File: src/rtl/fault_supervisor_map.vh
// Register offsets, fields, reset values and timing counts for the fault supervisor
`ifndef FAULT_SUPERVISOR_MAP_VH
`define FAULT_SUPERVISOR_MAP_VH
`define REG_CTRL 4'h0
`define REG_STATUS 4'h1
`define REG_MASK 4'h2
`define REG_STATE 4'h3
`define REG_IOUT 4'h4
`define REG_TEMP 4'h5
`define REG_TEMPAUX 4'h6
`define REG_STRAP 4'h7
`define REG_ID 4'h8
`define CTRL_PS_LSB 0
`define CTRL_RAMP_LSB 8
`define CTRL_RESET 32'h0000_0400
`define EV_OCP_DELAY 0
`define EV_OCP_FAST 1
`define EV_OVP 2
`define EV_UV 3
`define EV_READY_LOST 4
`define EV_WIDTH 5
`define OCP_DELAY_NS 20000
`define CLK_PERIOD_NS 4
`define OCP_DELAY_CYCLES (`OCP_DELAY_NS / `CLK_PERIOD_NS)
`define RAMP_DIV_DEFAULT 8'h04
`define FF_PULSE_CYCLES 4
`define IOUT_FULL_SCALE 10'h3FF
`define IOUT_VOLT_MV 2500
`define ID_VALUE 32'h0000_00A5
`endif

File: src/rtl/multiphase_fault_supervisor.v
// Fault protection, strap decode and converter sampling for a multiphase rail
//
// Functional notes
// RULE1 - Full power slow overcurrent starts latchoff timer
// RULE2 - Fast overcurrent shuts rail down immediately
// RULE3 - Reduced power states use lower threshold pair
// RULE4 - Overcurrent latch cleared only by enable low (code also clears it on supplyGood low)
// RULE5 - Undervoltage trip drops ready flag
// RULE6 - Normal overvoltage drops ready flag
// RULE7 - Overvoltage ramps reference slowly to zero
// RULE8 - Overvoltage forces all pulse outputs low
// RULE9 - Below threshold during ramp, outputs go midlevel
// RULE10 - Reference at zero holds outputs low
// RULE11 - Startup uses absolute overvoltage threshold
// RULE12 - One feedforward pulse per upward reference step
// RULE13 - Phase count from first tied sense input
// RULE14 - Unused pulse outputs read as config straps
// RULE15 - Sample current monitor, full scale is max
// RULE16 - Sample each rail temperature input
// RULE17 - Slow overcurrent gone early clears timer
// RULE18 - Shutdown latches clear and restart soft start
//
// Chosen here: register access over Avalon-MM and the address map.
`timescale 1ns/1ps
`include "fault_supervisor_map.vh"
module multiphase_fault_supervisor #(
    parameter OCP_DELAY = `OCP_DELAY_CYCLES,
    parameter REFW = 8,
    parameter ADCW = 10
) (
    input wire core_clk,
    input wire resetn,
    input wire enable,
    input wire supplyGood,
    input wire slowOcFull,
    input wire fastOcFull,
    input wire slowOcReduced,
    input wire fastOcReduced,
    input wire underVoltTrip,
    input wire overVoltRel,
    input wire overVoltAbs,
    input wire [REFW-1:0] targetRef,
    input wire [8:0] phaseTied,
    input wire [2:0] strapPins,
    input wire adcValid,
    input wire [1:0] adcChannel,
    input wire [ADCW-1:0] adcData,
    input wire [3:0] avsAddress,
    input wire avsRead,
    input wire avsWrite,
    input wire [31:0] avsWritedata,
    output reg [31:0] avsReaddata,
    output wire avsWaitrequest,
    output wire irq,
    output reg [REFW-1:0] refLevel,
    output reg [7:0] pwmLow,
    output reg [7:0] pwmMid,
    output reg [7:0] pwmRun,
    output reg auxPwmLow,
    output reg regulatorReadyFlag,
    output reg feedForwardPulse,
    output reg [3:0] activePhases,
    output reg auxRailOn
);
    localparam ST_OFF = 5'b00001;
    localparam ST_START = 5'b00010;
    localparam ST_RUN = 5'b00100;
    localparam ST_OVRAMP = 5'b01000;
    localparam ST_LATCH = 5'b10000;

    // Two-flop synchronisers for all comparator and pin inputs
    // Straps are slow levels too, so they share the synchroniser
    localparam NS = 21;
    wire [NS-1:0] rawIn = {strapPins, phaseTied, enable, supplyGood, slowOcFull, fastOcFull,
        slowOcReduced, fastOcReduced, underVoltTrip, overVoltRel, overVoltAbs};
    reg [NS-1:0] syncA_q;
    reg [NS-1:0] syncB_q;
    always @(posedge core_clk or negedge resetn) begin
        if (!resetn) begin
            syncA_q <= {NS{1'b0}};
            syncB_q <= {NS{1'b0}};
        end else begin
            syncA_q <= rawIn;
            syncB_q <= syncA_q;
        end
    end
    wire [2:0] strapS = syncB_q[20:18];
    wire [8:0] tiedS = syncB_q[17:9];
    wire enS = syncB_q[8];
    wire supS = syncB_q[7];
    wire slowFullS = syncB_q[6];
    wire fastFullS = syncB_q[5];
    wire slowRedS = syncB_q[4];
    wire fastRedS = syncB_q[3];
    wire uvS = syncB_q[2];
    wire ovRelS = syncB_q[1];
    wire ovAbsS = syncB_q[0];

    reg [31:0] ctrl_q;
    reg [`EV_WIDTH-1:0] status_q;
    reg [`EV_WIDTH-1:0] mask_q;
    reg [4:0] state_q;
    reg [31:0] ocpCount_q;
    reg [7:0] rampCount_q;
    reg [2:0] ffCount_q;
    reg [2:0] cfgStrap_q;
    reg [7:0] phaseMask;
    // Pulse length sized to the down counter
    localparam [2:0] FF_PULSE = `FF_PULSE_CYCLES;
    reg ocLatched_q;
    reg ovLatched_q;

    wire enabled = enS && supS;
    // RULE3 reduced thresholds
    wire reducedPs = (ctrl_q[`CTRL_PS_LSB+1:`CTRL_PS_LSB] != 2'b00);
    wire slowOc = reducedPs ? slowRedS : slowFullS;
    wire fastOc = reducedPs ? fastRedS : fastFullS;
    wire [7:0] rampDiv = ctrl_q[`CTRL_RAMP_LSB+7:`CTRL_RAMP_LSB];
    // RULE11 absolute threshold at start
    wire ovTrip = (state_q == ST_START) ? ovAbsS : ovRelS;
    // Counter starts on the first synced cycle, so the trip lands OCP_DELAY later
    wire ocpExpire = (ocpCount_q >= OCP_DELAY - 1);
    // Divisor zero steps the reference every cycle
    wire rampTick = (rampCount_q == 8'h00);
    wire busRead = avsRead && !avsWrite;
    wire statusRead = busRead && (avsAddress == `REG_STATUS);

    // Fault events only count while the rail is live, ready lost can still fire on entry to the latched state
    reg [`EV_WIDTH-1:0] evt;
    always @* begin
        evt = {`EV_WIDTH{1'b0}};
        if (state_q == ST_RUN || state_q == ST_START) begin
            evt[`EV_OCP_DELAY] = slowOc && ocpExpire;
            evt[`EV_OCP_FAST] = fastOc;
            evt[`EV_OVP] = ovTrip;
            evt[`EV_UV] = uvS && state_q == ST_RUN;
        end
        evt[`EV_READY_LOST] = regulatorReadyFlag && (state_q != ST_RUN || uvS);
    end

    // Main state machine
    always @(posedge core_clk or negedge resetn) begin
        if (!resetn) begin
            state_q <= ST_OFF;
            ocpCount_q <= 32'h0000_0000;
            rampCount_q <= 8'h00;
            refLevel <= {REFW{1'b0}};
            ocLatched_q <= 1'b0;
            ovLatched_q <= 1'b0;
            ffCount_q <= 3'h0;
            feedForwardPulse <= 1'b0;
        end else begin
            feedForwardPulse <= (ffCount_q != 3'h0);
            if (ffCount_q != 3'h0) begin
                ffCount_q <= ffCount_q - 3'h1;
            end
            // Prescaler free runs, steps align to its wrap
            rampCount_q <= rampTick ? rampDiv : rampCount_q - 8'h01;
            // RULE4 RULE18 enable low clears
            if (!enabled) begin
                state_q <= ST_OFF;
                ocLatched_q <= 1'b0;
                ovLatched_q <= 1'b0;
                ocpCount_q <= 32'h0000_0000;
                refLevel <= {REFW{1'b0}};
            end else begin
                case (state_q)
                    ST_OFF: begin
                        // RULE18 soft start restart
                        state_q <= ST_START;
                    end
                    ST_START, ST_RUN: begin
                        // RULE1 RULE17 latchoff timer
                        if (slowOc) begin
                            ocpCount_q <= ocpCount_q + 32'h1;
                        end else begin
                            ocpCount_q <= 32'h0000_0000;
                        end
                        if (fastOc || (slowOc && ocpExpire)) begin
                            // RULE2 immediate trip
                            state_q <= ST_LATCH;
                            ocLatched_q <= 1'b1;
                        end else if (ovTrip) begin
                            // RULE7 begin slow ramp
                            state_q <= ST_OVRAMP;
                            ovLatched_q <= 1'b1;
                        end else if (rampTick && refLevel < targetRef) begin
                            // RULE12 pulse per step up
                            refLevel <= refLevel + {{(REFW-1){1'b0}}, 1'b1};
                            ffCount_q <= FF_PULSE;
                        end else if (rampTick && refLevel > targetRef) begin
                            refLevel <= refLevel - {{(REFW-1){1'b0}}, 1'b1};
                        end else if (state_q == ST_START && refLevel == targetRef) begin
                            state_q <= ST_RUN;
                        end
                    end
                    ST_OVRAMP: begin
                        // RULE7 one step per tick
                        if (refLevel == {REFW{1'b0}}) begin
                            state_q <= ST_LATCH;
                        end else if (rampTick) begin
                            refLevel <= refLevel - {{(REFW-1){1'b0}}, 1'b1};
                        end
                    end
                    ST_LATCH: begin
                        // RULE10 hold until enable cycles
                        // No bus write can leave this state
                        state_q <= ST_LATCH;
                    end
                    default: begin
                        state_q <= ST_OFF;
                    end
                endcase
            end
        end
    end

    // Output stage drive
    always @(posedge core_clk or negedge resetn) begin
        if (!resetn) begin
            pwmLow <= 8'hFF;
            pwmMid <= 8'h00;
            pwmRun <= 8'h00;
            auxPwmLow <= 1'b1;
            regulatorReadyFlag <= 1'b0;
        end else begin
            // RULE5 RULE6 ready flag
            // Fast trip drops ready in the same cycle the phases go low
            regulatorReadyFlag <= (state_q == ST_RUN) && !uvS && !ovRelS && !fastOc;
            if (state_q == ST_OVRAMP) begin
                // RULE8 RULE9 low or midlevel
                pwmLow <= ovRelS ? 8'hFF : 8'h00;
                pwmMid <= ovRelS ? 8'h00 : 8'hFF;
                pwmRun <= 8'h00;
                // Aux phase follows the same low or midlevel choice
                auxPwmLow <= ovRelS;
            end else if ((state_q == ST_START || state_q == ST_RUN) && !ovTrip && !fastOc) begin
                pwmLow <= 8'h00;
                pwmMid <= 8'h00;
                pwmRun <= phaseMask;
                auxPwmLow <= !auxRailOn;
            end else begin
                // RULE10 RULE8 held low
                pwmLow <= 8'hFF;
                pwmMid <= 8'h00;
                pwmRun <= 8'h00;
                auxPwmLow <= 1'b1;
            end
        end
    end

    // Strap decode caught after enable rises, phase inputs still idle
    reg [3:0] phaseNext;
    integer i;
    always @* begin
        phaseNext = 4'd8;
        for (i = 7; i >= 4; i = i - 1) begin
            if (tiedS[i]) begin
                phaseNext = i[3:0];
            end
        end
        phaseMask = 8'h00;
        for (i = 0; i < 8; i = i + 1) begin
            if (i < activePhases) begin
                phaseMask[i] = 1'b1;
            end
        end
    end
    always @(posedge core_clk or negedge resetn) begin
        if (!resetn) begin
            activePhases <= 4'd8;
            auxRailOn <= 1'b1;
            cfgStrap_q <= 3'h0;
        end else if (state_q == ST_OFF && enabled) begin
            // Taken once per start, later pin moves are ignored
            // RULE13 phase count strap
            activePhases <= phaseNext;
            auxRailOn <= !tiedS[8];
            // RULE14 unused outputs as straps
            cfgStrap_q[2] <= (phaseNext <= 4'd6) && strapS[2];
            cfgStrap_q[1] <= (phaseNext <= 4'd5) && strapS[1];
            cfgStrap_q[0] <= (phaseNext <= 4'd4) && strapS[0];
        end
    end

    // Converter samples: 0 current monitor, 1 main temp, 2 aux temp
    // RULE15 RULE16 converter capture
    wire [1:0] rdSel = (avsAddress == `REG_TEMP) ? 2'd1 :
        (avsAddress == `REG_TEMPAUX) ? 2'd2 : 2'd0;
    // Channel three is spare, writes to it are harmless
    wire [ADCW-1:0] sampleOut;
    sample_store #(.DW(ADCW), .AW(2)) samples (
        .core_clk(core_clk),
        .resetn(resetn),
        .wrEn(adcValid),
        .wrAddr(adcChannel),
        .wrData(adcData),
        .rdAddr(rdSel),
        .rdData(sampleOut)
    );

    // Bus slave: reads take two cycles for the sample memory, writes one
    reg readPend_q;
    // Writes never stall, so only reads see a wait state
    assign avsWaitrequest = busRead && !readPend_q;
    always @(posedge core_clk or negedge resetn) begin
        if (!resetn) begin
            readPend_q <= 1'b0;
        end else begin
            readPend_q <= busRead && !readPend_q;
        end
    end
    always @* begin
        case (avsAddress)
            `REG_CTRL: avsReaddata = ctrl_q;
            `REG_STATUS: avsReaddata = {{(32-`EV_WIDTH){1'b0}}, status_q};
            `REG_MASK: avsReaddata = {{(32-`EV_WIDTH){1'b0}}, mask_q};
            `REG_STATE: avsReaddata = {20'h00000, ovLatched_q, ocLatched_q,
                regulatorReadyFlag, state_q, activePhases};
            `REG_IOUT, `REG_TEMP, `REG_TEMPAUX:
                avsReaddata = {{(32-ADCW){1'b0}}, sampleOut};
            `REG_STRAP: avsReaddata = {28'h0000000, auxRailOn, cfgStrap_q};
            `REG_ID: avsReaddata = `ID_VALUE;
            default: avsReaddata = 32'h0000_0000;
        endcase
    end
    always @(posedge core_clk or negedge resetn) begin
        if (!resetn) begin
            ctrl_q <= `CTRL_RESET;
            mask_q <= {`EV_WIDTH{1'b0}};
            status_q <= {`EV_WIDTH{1'b0}};
        end else begin
            if (avsWrite && avsAddress == `REG_CTRL) begin
                ctrl_q <= avsWritedata;
            end
            if (avsWrite && avsAddress == `REG_MASK) begin
                mask_q <= avsWritedata[`EV_WIDTH-1:0];
            end
            // Set wins over read clear
            // An event in the taken read cycle survives to the next read
            status_q <= ((statusRead && readPend_q) ? {`EV_WIDTH{1'b0}} : status_q) | evt;
        end
    end
    assign irq = |(status_q & mask_q);
endmodule // multiphase_fault_supervisor

File: src/rtl/sample_store.v
// Small register memory for converter samples
`timescale 1ns/1ps
module sample_store #(
    parameter DW = 10,
    parameter AW = 2
) (
    input wire core_clk,
    input wire resetn,
    input wire wrEn,
    input wire [AW-1:0] wrAddr,
    input wire [DW-1:0] wrData,
    input wire [AW-1:0] rdAddr,
    output reg [DW-1:0] rdData
);
    reg [DW-1:0] mem [0:(1<<AW)-1];
    always @(posedge core_clk) begin
        if (wrEn) begin
            mem[wrAddr] <= wrData;
        end
    end
    // Registered read keeps timing off the bus mux
    always @(posedge core_clk or negedge resetn) begin
        if (!resetn) begin
            rdData <= {DW{1'b0}};
        end else begin
            rdData <= mem[rdAddr];
        end
    end
endmodule // sample_store

File: config.mk
export PLATFORM = sky130hd
export DESIGN_NAME = multiphase_fault_supervisor
export DESIGN_NICKNAME = d
export VERILOG_FILES = /design/src/rtl/multiphase_fault_supervisor.v /design/src/rtl/sample_store.v
export VERILOG_INCLUDE_DIRS = /design/src /design/src/rtl
export SDC_FILE = /design/constraint.sdc
export NUM_CORES = 1
export LEC_CHECK = 0
export BUFFER_PORTS_ARGS = -buffer_cell sky130_fd_sc_hd__buf_2
export CAP_MARGIN = 25
export CORE_MARGIN = 1.5
export CORE_UTILIZATION = 63
export CTS_BUF_LIST = sky130_fd_sc_hd__clkbuf_2 sky130_fd_sc_hd__clkbuf_4 sky130_fd_sc_hd__clkbuf_8
export DETAILED_ROUTE_END_ITERATION = 8
export GPL_TIMING_DRIVEN = 0
export PLACE_DENSITY = 0.85
export SETUP_SLACK_MARGIN = 0.1
export SLEW_MARGIN = 20
export SYNTH_ARGS = -nofsm -noshare
export SYNTH_HDL_FRONTEND = slang
export SYNTH_SLANG_ARGS = --single-unit
export TNS_END_PERCENT = 20
File: constraint.sdc
create_clock -name core_clk -period 5.94 [get_ports core_clk]
set_clock_uncertainty 0.15 [all_clocks]
set_input_delay 0.594 -clock core_clk [delete_from_list [all_inputs] [get_ports core_clk]]
set_output_delay 0.594 -clock core_clk [all_outputs]
set_load 0.02 [all_outputs]
==> results.txt, run 1 <==
The row count was 43; the buffer levels on the longest clock path was 2. The logs give 0.291 mV for the worst vdd rail ir drop and 15.9% for the relative contribution of combinational cells to total power. The number of vias per cell after detailed routing is 5.97, and the depth of the most critical reg-to-reg path is 7.

The run gives 0 as the initial antenna violation count. In this design, the largest share of critical-path delay is due to simple AND/OR/NAND/NOR gates. For the max-cap violation count, the log shows 0. The placed instances occupy a cell area of 10,000 sq um. Top routing layer in use: met4. The width of the die came out at 123 microns. The Yosys step of the flow raised 0 warnings.

By area the synthesized netlist is led by sky130_fd_sc_hd__dfrtp_1 44%, sky130_fd_sc_hd__edfxtp_1 10%, sky130_fd_sc_hd__mux2_2 5.0%. The max-slew violation total from the final report was 0. The count of nets left with antenna violations once routing finished came out at 0. Summed over all failing endpoints, the final setup total negative slack is 0 ns. The total non-filler cell area in the finished layout was 10,500 sq um; the source-to-sink clock delay at the later pin of the worst-skew pair was 0.47 ns. In the final layout, the share of cells above drive strength 1 is 27.1%. The worst min-delay path category was primary input to flop. The logs give 64.6% for the initial cell density of the core and 2.91 ns for the worst setup timing slack at the placement stage. Post-CTS timing repair inserted 0 buffers for setup. The internal portion of the total power is 2.09 mW. The critical path buffer and inverter count is 3.

The relative contribution of sequential cells to total power is 54.7%, and the setup slack after layout is 2.86 ns. Critical path's most frequent cell: sky130_fd_sc_hd__buf_2. Detailed placement finished with a half-perimeter wire length of 14,200 microns. For the sum of overflow across all layers after global routing, the log shows 0.

After synthesis, the largest area contributor takes up 44.5% of total cell area. For this design the static power due to leakage is 4.79 nW. For this run, design rule violations remaining after detail routing come to 0.

The number of nets produced by synthesis was 926; the worst-margin pin slew was 0.912 ns. The floorplan step defined a die boundary enclosing 15,000 sq um. The run gives 104 as the pin count of the biggest net entering global routing. The category of the critical setup timing path was primary input to output port.

The data arrival time at the worst-slack endpoint was 2.34 ns; the longest individual stage delay on the worst path was 0.44 ns. Setup repair after global routing left no endpoint under its margin. The tree is rooted in a sky130_fd_sc_hd__clkbuf_8. Number of setup violations in the final report: 0. The cell depth of the worst min-delay path came out at 1. The run gives 0.918 as the global placement routability congestion. The run gives 20,300 microns as the post-detailed-routing wire length.

The clock network burns 29.4% of the power. The clock-pin slew on the worst setup and hold paths came out at 0.11 ns. The switching portion of total power came out at 30.1%. The routed layout has 7,129 vias. Each instance of the synthesized netlist takes up on average 10.9 sq um. Of all flip-flops after synthesis, the portion carrying an async set or reset was 84.7%. The post-route total power was 2.98 mW; the count of different cell masters after synthesis was 73.

The cell with the largest stage delay on the worst path was sky130_fd_sc_hd__nor3_2. The logs give 1370 microns for the routed length on met3 and 0 for the number of endpoints with negative hold slack in the final report. TritonCTS built the clock tree. The number of top-level pins is 156, and the cell area power density is 285 nW/um^2. Summed over all instances, the cell type with the most area after synthesis is sky130_fd_sc_hd__dfrtp_1. The number of buffer cells added on primary ports works out to 151. Sorting the synthesized cells by how often they occur yields 160 x sky130_fd_sc_hd__dfrtp_1, 81 x sky130_fd_sc_hd__nand2_1, 69 x sky130_fd_sc_hd__o21ai_0. Traced cell by cell, the critical path runs through buf_2 -> or2_2 -> nor3_2 -> clkbuf_1 -> a22oi_1 -> nand2_1 -> buf_2. Among all flip-flop cells after synthesis, the most frequent one is sky130_fd_sc_hd__dfrtp_1.

The maximum fanout count along the critical path is 10, and the total inserted antenna cells is 0. The first global-routing pass estimated 31,900 microns of wire. Compared with the post-synthesis result, the final layout area differs by 16.2%. The wire length on met1 is 8610 microns. For the summed instance area of the synthesized netlist, the log shows 9010 sq um.

In this run the tightest slew margin relative to its limit is 39.0%. Depth of the critical timing path with buffers and inverters included: 7. The count of mapped cells out of synthesis is 828.

The number of buffers inserted during clock tree synthesis was 17. For this block, the initial DRC count from the detailed router was 803. The worst setup path is captured at an output port. Placeable core region: 13,900 sq um. The number of nets in the final layout was 1,099; the ratio of final minimum period to clock period was 51.9%. The highest clock rate is 325 MHz. Summed over all nets, wire length on met2 after detailed routing comes to 9960 microns.

At the worst endpoint, the required time is 5.20 ns. For this design the total switching power over the nets is 0.897 mW. The H-tree generated during clock tree synthesis spans 4 levels.

The first detailed-routing pass took 5 iterations. Sequential elements use 56.2% of the synthesized area. From bottom edge to top edge, the die measures 123 microns. The flow ran to the end, and the final reports show no timing, DRC or antenna violations. The worst setup path is launched from a primary input. Yosys instantiated no cell more often than sky130_fd_sc_hd__dfrtp_1. In the final routed layout, each cell accounts on average for 17.0 microns.

The number of sinks driven by the clock tree was 196. The via count of the first global-routing pass is 6,703. Gates resized during post-CTS repair numbered 0. The clock period minus final worst setup slack was 3.08 ns; the count of flip-flops with a built-in enable after synthesis was 30. The synthesized design contains 196 register bits. Across every metal layer, demand over resource in global routing totals 27.7%.
[metrics by stage]
step	instances	utilization [%]	hold slack, ns
CTS	1194	75.1	0.0453
finish	1194	75.1	0.0639
floorplan	828	-	0.148
global route	1194	75.1	0.0350
detailed placement	1161	72.0	0.185
global placement	1159	71.7	0.183
[worst paths after layout]
| kind | from | end | slack (ns) |
|---|---|---|---|
| worst max-delay path | avsAddress[3] | avsReaddata[8] | 2.86 |
| worst min-delay path | overVoltRel | syncA_q[1] | 0.06 |
| worst max register to register | ctrl_q[1] | refLevel[2] | 3.15 |
| worst min register to register | syncA_q[3] | syncB_q[3] | 0.20 |
| max in group asynchronous | resetn | state_q[0] | 4.31 |
| min in group asynchronous | resetn | refLevel[3] | 0.47 |
[power groups by stage]
stage               clock network (mW)  logic [mW]  registers [mW]
finish                           0.878       0.474            1.63
global route                     0.944       0.526            1.65
CTS                              0.889       0.475            1.63
detailed placement                   0       0.470            1.65
global placement                     0       0.448            1.65
floorplan                            0       0.310            1.64
[layout by cell type, fill, tap and decap left out, types with 4 or more instances in the layout]
cell type                  instances
sky130_fd_sc_hd__mux2_2           40
sky130_fd_sc_hd__xnor2_1           7
sky130_fd_sc_hd__clkbuf_1         22
sky130_fd_sc_hd__edfxtp_1         30
sky130_fd_sc_hd__dfrtp_1         160
sky130_fd_sc_hd__clkbuf_8         17
sky130_fd_sc_hd__mux2i_1          19
sky130_fd_sc_hd__a21oi_1          49
sky130_fd_sc_hd__and2_1           24
sky130_fd_sc_hd__nand4_1          13
sky130_fd_sc_hd__and3_1           13
sky130_fd_sc_hd__nand2_1          81
sky130_fd_sc_hd__buf_2           156
sky130_fd_sc_hd__nor3_1           13
sky130_fd_sc_hd__a21o_1            4
sky130_fd_sc_hd__inv_1            27
sky130_fd_sc_hd__buf_4            16
sky130_fd_sc_hd__a22oi_1           5
sky130_fd_sc_hd__inv_8             4
sky130_fd_sc_hd__nor2b_1           7
sky130_fd_sc_hd__or3_1             6
sky130_fd_sc_hd__a22o_1            8
sky130_fd_sc_hd__nand3_1          23
sky130_fd_sc_hd__nor2_1           54
sky130_fd_sc_hd__o21ai_0          69
sky130_fd_sc_hd__nor4_1            7
sky130_fd_sc_hd__a31oi_1          15
sky130_fd_sc_hd__dfstp_2           6
sky130_fd_sc_hd__and4_1            5
sky130_fd_sc_hd__o31ai_1          12
sky130_fd_sc_hd__nand2b_1          4
sky130_fd_sc_hd__ha_1             16
[registers in the layout, summed over array words and instances (netlist names), 8 cells and up]
| signal | flops |
|---|---|
| ctrl_q | 32 |
| samples.rdData | 10 |
| ocpCount_q | 32 |
| syncB_q | 17 |
| syncA_q | 17 |
| refLevel | 8 |
| rampCount_q | 8 |
| pwmRun | 8 |
| samples.mem | 30 |
[metal layers]
layer | vias up | track usage [%]
li1 | 3318 | -
met1 | 3466 | 37.2
met2 | 313 | 45.1
met3 | 32 | 5.72
met4 | 0 | 10.2
met5 | - | 0
[cell type report]
| type | instances | area [sq um] |
|---|---|---|
| plain buffers | 49 | 264 |
| clock buffers | 17 | 234 |
| clock inverters | 15 | 180 |
| fillers | 930 | 3470 |
| inverters | 27 | 101 |
| multi-input cells | 556 | 3580 |
| flip-flops and latches | 196 | 5060 |
| well taps | 180 | 225 |
| repair buffers | 154 | 811 |
[timing repair]
item | 4_1_cts | 5_1_grt
endpoints found under the hold margin | 60 | 0
hold buffers | 1 | 0
setup endpoints to repair | 0 | 0
[cell families (layout without fill, tap and decap cells)]
| logic type | count (synthesis) | after routing | share of synthesized area [%] |
|---|---|---|---|
| compound gates | 195 | 195 | 13.3 |
| xor+xnor | 8 | 8 | 0.778 |
| fa+ha+maj | 16 | 16 | 2.22 |
| buf+inv | 76 | 262 | 4.06 |
| flops | 196 | 196 | 56.2 |
| mux | 60 | 60 | 7.28 |
| simple gates | 277 | 277 | 16.2 |
No activity file was read; power rests on OpenSTA's default activity.
==> run 2: changes to the inputs <==
--- a/config.mk
+++ b/config.mk
@@ -9,11 +9,11 @@
 export BUFFER_PORTS_ARGS = -buffer_cell sky130_fd_sc_hd__buf_2
 export CAP_MARGIN = 25
 export CORE_MARGIN = 1.5
-export CORE_UTILIZATION = 63
+export CORE_UTILIZATION = 58
 export CTS_BUF_LIST = sky130_fd_sc_hd__clkbuf_2 sky130_fd_sc_hd__clkbuf_4 sky130_fd_sc_hd__clkbuf_8
 export DETAILED_ROUTE_END_ITERATION = 8
 export GPL_TIMING_DRIVEN = 0
-export PLACE_DENSITY = 0.85
+export PLACE_DENSITY = 0.79
 export SETUP_SLACK_MARGIN = 0.1
 export SLEW_MARGIN = 20
 export SYNTH_ARGS = -nofsm -noshare
==> constraint.sdc (replaced) <==
create_clock -name core_clk -period 3 [get_ports core_clk]
set_clock_uncertainty 0.15 [all_clocks]
set_input_delay 0.3 -clock core_clk [delete_from_list [all_inputs] [get_ports core_clk]]
set_output_delay 0.3 -clock core_clk [all_outputs]
set_load 0.02 [all_outputs]
==> run 2 against run 1 <==
Count of clock-buffer cells in the layout did not move. Power rose by 100%. Via count rose by 2.7%. Flip-flop and latch count did not move. Global-route usage rose by 0.13 points. Wire length rose by 8.3%. Register-to-register slack got worse by 2.9 ns. Non-clock buffer count rose by 62. Critical path depth rose by 1.
==> results.txt, run 2 (synthesized netlist as in run 1, its figures left out) <==
The area growth from synthesis to layout is 23.4%. The later pin in the worst-skew pair is clocked with a latency of 0.48 ns. The path class of the tightest hold or removal check is primary input to flop.

Global routing used 27.8% of the available tracks across all layers. For flop-to-flop paths, the worst setup slack is 0.30 ns. The initial antenna violation count was 0. The number of placed instances, taps included, is 1,169. The library cells used most frequently in the layout, excluding fill and tap cells, are 160 x sky130_fd_sc_hd__dfrtp_1, 156 x sky130_fd_sc_hd__buf_2, 81 x sky130_fd_sc_hd__nand2_1.

Summing over every cut layer, the via total after detailed routing is 7,321. The proportion of layout cells with a drive suffix above 1 was 25.7%. The critical path data required time was 3.26 ns.

The detail route stage leaves a number of antenna-violating nets equal to 0. The clock-pin slew on the worst setup and hold paths works out to 0.11 ns. During I/O placement, the number of pins put on the boundary was 156. The depth of the most critical reg-to-reg path was 8; the number of nets in the final layout was 1,161.

The critical path in this run is classified as flop to flop. In the finished design, the share of the clock period the worst path needs comes to 90.2%. For this run, design rule violations remaining after detail routing come to 0.

In this run the number of H-tree levels came out at 4. The max-slew violation total from the final report was 0; the number of vias per cell after detailed routing was 5.79. The die covers 16,300 sq um.

The floorplan die height is 128 microns. The worst register-to-register path begins at refLevel[6]. Buffers inserted during clock tree synthesis total 17.

The floorplan has 45 rows. The cell depth of the worst min-delay path was 2. Setup repair after global routing left no endpoint under its margin.

The global placement routability congestion came out at 0.895. The number of sinks driven by the clock tree was 196; the highest clock rate was 370 MHz. Data arrives at the worst endpoint at 2.97 ns. The buffer levels on the longest clock path is 2, and the worst vdd rail ir drop is 0.520 mV. The initial cell density of the core is 59.3%. The tools report the max-cap violation count as 0.

Dividing total power by cell area gives a power density of 541 nW/um^2. The analysis attributes to cell leakage a power of 5.06 nW. At the pin with the least slew margin, the transition time is 0.907 ns. In this run the most critical hold path is launched from adcChannel[1]. The worst setup path is captured at a flop. Entering global routing, the biggest net connects 99 pins.

In the final layout, the registers with the most flip-flops are ctrl_q (32), ocpCount_q (32), samples.mem (30). In this run, the number of DRC markers left after iteration 0 of detailed routing was 653. TritonCTS built the clock tree. The logs give 0 for the sum of overflow across all layers after global routing and 0 for the number of endpoints with negative hold slack in the final report. Clock root buffer: sky130_fd_sc_hd__clkbuf_8.

Setup violations remaining at the end of the flow were counted as 0. The number of non-filler instances in the completed layout came out at 1,264. The floorplan step defined a core boundary enclosing 15,200 sq um. For hold timing, the worst endpoint is samples.mem[0][5]. For the post-detailed-routing wire length, the log shows 21,900 microns. The total non-filler cell area in the finished layout came out at 11,100 sq um. Once placement finished, the instance area stood at 10,000 sq um. The first global-routing pass estimated 35,100 microns of wire.

Hold timing on the final database bottoms out at a slack of 0.0319 ns. The worst setup path is launched from a flop. The average wire per standard cell was 17.4 microns. The endpoint identified for the worst register-to-register timing path is refLevel[4]. For the post-route total power, the log shows 6.01 mW.

The post-CTS setup buffer count is 0, and the number of buffer cells added on primary ports is 151. The maximum fanout count along the critical path was 7; the tightest slew margin relative to the limit was 39.3%. For the accumulated negative setup slack, the log shows 0 ns.

The number of detailed-route iterations in the first pass is 6, and the total inserted antenna cells is 0. The flow ran to the end, and the final reports show no timing, DRC or antenna violations. The clock period minus final worst setup slack was 2.70 ns. Once detailed placement completed, the half-perimeter wirelength came to 14,300 microns. The width of the die is 128 microns.

The via count of the first global-routing pass came out at 7,069. The most common cell after layout, fill and taps aside was sky130_fd_sc_hd__dfrtp_1.
==> run 2: critical path: stages (launching register included) <==
cell	delay, ns
sky130_fd_sc_hd__dfrtp_1	0.45
sky130_fd_sc_hd__ha_1	0.33
sky130_fd_sc_hd__a41o_1	0.24
sky130_fd_sc_hd__a21oi_1	0.21
sky130_fd_sc_hd__nand3_2	0.14
sky130_fd_sc_hd__nor3_4	0.46
sky130_fd_sc_hd__mux2_2	0.40
sky130_fd_sc_hd__a21oi_1	0.15
sky130_fd_sc_hd__a31o_1	0.12
==> run 2: worst max path at each step <==
stage | from | end | slack (ns) | cells past startpoint
2_1_floorplan | refLevel[6] | refLevel[4] | 0.45 | 7
3_3_place_gp | resetn | ctrl_q[29] | -0.98 | 1
3_5_place_dp | ctrl_q[1] | refLevel[2] | 0.14 | 7
4_1_cts | ctrl_q[1] | refLevel[4] | 0.10 | 8
5_1_grt | ocpCount_q[0] | ocpCount_q[30] | 0.10 | 9
6_report | refLevel[6] | refLevel[4] | 0.30 | 8
==> run 2: metal layers <==
layer	part of all wire [%]	wire, microns	global-route usage (%)
met5	0	0	0
met4	2.7	584	11.2
met3	6.4	1410	6.45
met2	49	10800	45.6
met1	42	9180	36.3
==> run 2: cell type report <==
class                      instances  area (sq um)
fill                            1049          4080
buffer                            49           264
clock inverter                    15           193
timing repair buffer             216          1430
sequential                       196          5060
tap                              188           235
inverter                          27           101
multi-input combinational        556          3600
clock buffer                      17           234
==> run 2: repair_timing <==
| action | CTS | global route |
|---|---|---|
| endpoints found under the hold margin | 181 | 3 |
| gates resized for setup | 0 | 2 |
| hold buffers | 62 | 1 |
| endpoints found under the setup margin | 0 | 8 |
==> run 2: metrics by stage <==
stage / util, % / worst slack, ns
2_1_floorplan: - / 0.447
3_3_place_gp: 65.8 / -0.985
3_5_place_dp: 66.1 / 0.142
4_1_cts: 73.0 / 0.101
5_1_grt: 73.1 / 0.103
6_report: 73.1 / 0.295
==> run 2: where the power goes <==
part	internal [mW]	switching [mW]
Sequential	3.00	0.239
Combinational	0.482	0.534
Clock	0.658	1.10
==> run 3: changes to the inputs <==
--- a/config.mk
+++ b/config.mk
@@ -8,7 +8,6 @@
 export LEC_CHECK = 0
 export BUFFER_PORTS_ARGS = -buffer_cell sky130_fd_sc_hd__buf_2
 export CAP_MARGIN = 25
-export CORE_MARGIN = 1.5
 export CORE_UTILIZATION = 58
 export CTS_BUF_LIST = sky130_fd_sc_hd__clkbuf_2 sky130_fd_sc_hd__clkbuf_4 sky130_fd_sc_hd__clkbuf_8
 export DETAILED_ROUTE_END_ITERATION = 8
==> run 3 against run 2 <==
Utilization grew 0.22 points. Final cell count about the same. Clock power up 6%. Combinational power about the same. Hold slack better by 0.096 ns. Flip-flop and latch count did not move. Largest cell class unchanged. Largest power group unchanged. Highest routed layer unchanged.
==> results.txt, run 3 (synthesized netlist as in run 1, its figures left out) <==
The flow ran to the end, and the final reports show no timing, DRC or antenna violations. TritonCTS built the clock tree. Walking the worst path, the cells encountered are ha_1 -> a41o_1 -> a21oi_1 -> nand3_2 -> nor3_4 -> mux2_2 -> a21oi_1 -> a31o_1.

Relative to the synthesized area, the layout overhead comes to 23.8%. The tightest slew margin relative to the limit was 39.6%. CTS placed an instance of sky130_fd_sc_hd__clkbuf_8 at the clock tree root.

The tools report the count of antenna-violating nets left after detailed routing as 0. In the routed layout, each cell is associated on average with a via count of 5.81. Among cell families on the critical path, the largest total delay comes from compound AO/OA/AOI/OAI gates. The final routed DRC violation total is 0, and the number of buffers inserted during clock tree synthesis is 17.

STA classifies the critical path endpoint as a flop. Global routing finished with a remaining overflow of 0. In this run the count of I/O pins placed on the die edge is 156. The largest single stage delay on the critical path is 0.46 ns. The worst min-delay path endpoint was status_q[2]. After clock tree synthesis, the clock-pin slew on the worst setup and hold paths is 0.12 ns. The proportion of layout cells with a drive suffix above 1 works out to 25.6%.

The run gives 35,400 microns as the first-pass GRT wire length. The number of endpoints with negative hold slack in the final report came out at 0. The total inserted antenna cells is 0, and the worst hold margin is 0.128 ns.

The number of detailed-route iterations in the first pass came out at 6. After detailed routing, the total wire length is 22,000 microns. Setup violations remaining at the end of the flow were counted as 0. The final critical path takes up 92.4% of the cycle. The critical path is of the flop to flop type. The worst min-delay path category was primary input to flop. For the worst setup path, the data required time is 3.29 ns. The cell area power density works out to 549 nW/um^2. The longest clock path from root to sink contains 2 buffers.

The startpoint of the lowest-slack hold path is avsRead. The number of non-filler instances in the completed layout is 1,265. The clock period minus final worst setup slack was 2.77 ns. The tools report the element type at the critical path start as a flop. The average wire per standard cell was 17.4 microns. Clock latency on the worst-skew pair, taken at its later pin, is 0.50 ns. The worst register-to-register path ends at refLevel[4].

Setup repair after global routing could not meet its margin everywhere. The total area inside the core boundary comes to 15,200 sq um. In the global route stage, overall resource usage came out at 28.7%. At the pin with the least slew margin, the transition time is 0.902 ns. Measured in cells, the most critical reg-to-reg path has a length of 8. Beginning of the critical path: refLevel[6]. The detailed placer's ending HPWL is 14,400 microns, and the initial cell density of the core is 59.3%.

In this run, the number of DRC markers left after iteration 0 of detailed routing was 624. The H-tree depth reported by CTS was 4. The run gives 0.23 ns as the register-to-register path setup slack. The tools report the number of sinks driven by the clock tree as 196.

Leaving out fill and tap cells, the most frequent cell in the layout is sky130_fd_sc_hd__dfrtp_1. The max-slew violation total from the final report came out at 0. The width of the die is 127 microns, and the data arrival time at the worst-slack endpoint is 3.06 ns.

The critical path contains buffers and inverters numbering 0 combined. The worst hold path was traced through 4 stages. The tools report the via count of the first global-routing pass as 7,153. Pin count of the biggest net entering global routing: 99.

For this design the static power due to leakage is 5.08 nW. Leaving out fill and tap cells, the most frequent cells in the layout are 160 x sky130_fd_sc_hd__dfrtp_1, 156 x sky130_fd_sc_hd__buf_2, 81 x sky130_fd_sc_hd__nand2_1. The tool flagged a number of max-cap violations equal to 0.

Based on the critical path, the design can be clocked at up to 361 MHz. The floorplan has 45 rows. Counting tap cells, the placed design contains a total of 1,169 instances. Critical path's most frequent cell: sky130_fd_sc_hd__a21oi_1. The number of nets in the final layout was 1,162; the global placement routability congestion was 0.911.

Initial antenna violation count: 0. Post-CTS setup buffer count: 0. Across the VDD grid, the largest voltage drop is 0.622 mV.

The maximum fanout count along the critical path was 7. The number of buffer cells added on primary ports works out to 151. In the final layout, the registers with the most flip-flops are ctrl_q (32), ocpCount_q (32), samples.mem (30). For the die area, the log shows 16,000 sq um. The run gives 7,346 as the via count of the routed design. The worst register-to-register path begins at refLevel[6]. Once layout is complete, the utilization of the core stands at 73.4%. On the critical path, the stage with the largest delay is an instance of sky130_fd_sc_hd__nor3_4.

In this run the vertical extent of the chip is 127 microns.
run 3: cell types whose count changed in the layout (fill, tap and decap cells not counted), sizes merged:
cell | previous run | this run
dlygate4sd3 | 63 | 64
clkinvlp | 1 | 0
inv | 36 | 37
run 3: layer usage:
metal | vias to the layer above | track usage, % | wire length (microns)
met2 | 273 | 47.1 | 10700
met4 | 0 | 10.1 | 419
met3 | 38 | 6.16 | 1340
met1 | 3595 | 37.9 | 9460
met5 | - | 0 | 0
li1 | 3440 | - | -
run 3: stage by stage:
step,TNS (ns),total power [mW],worst slack [ns],area (sq um)
floorplan,0,3.85,0.447,9010
global route,0,6.40,0.0784,11200
finish,0,6.13,0.227,11200
global placement,-156.40,4.15,-0.990,10000
CTS,0,6.11,0.189,11100
detailed placement,0,4.21,0.221,10000
run 3: repair_timing:
item | CTS | global route
endpoints found under the setup margin | 0 | 6
resized for setup | 0 | 1
hold buffers | 64 | 0
endpoints found under the hold margin | 181 | 0
run 3: power breakdown:
group	switching, mW	internal, mW	total [mW]
combinational	0.545	0.481	1.03
sequential	0.243	3.00	3.24
clock	1.17	0.693	1.86
run 3: area by class of cell:
cell class / instances / area (sq um)
clock inverters: 15 / 225
flip-flops and latches: 196 / 5060
inverters: 27 / 101
multi-input cells: 556 / 3590
clock buffers: 17 / 234
repair buffers: 217 / 1440
well taps: 188 / 235
plain buffers: 49 / 264
fillers: 1005 / 4050
run 3: worst max-delay path by stage:
stage,cells past startpoint,end,slack (ns)
finish,8,refLevel[4],0.23
global route,8,refLevel[4],0.08
global placement,1,ocpCount_q[14],-0.99
CTS,7,refLevel[2],0.19
detailed placement,7,refLevel[2],0.22
floorplan,7,refLevel[4],0.45
run 3: tightest hold or removal path: cells and delay by family:
family | cells | cell delay, ns
simple gates | 2 | 0.27
compound gates | 1 | 0.07
buf+inv | 1 | 0.10
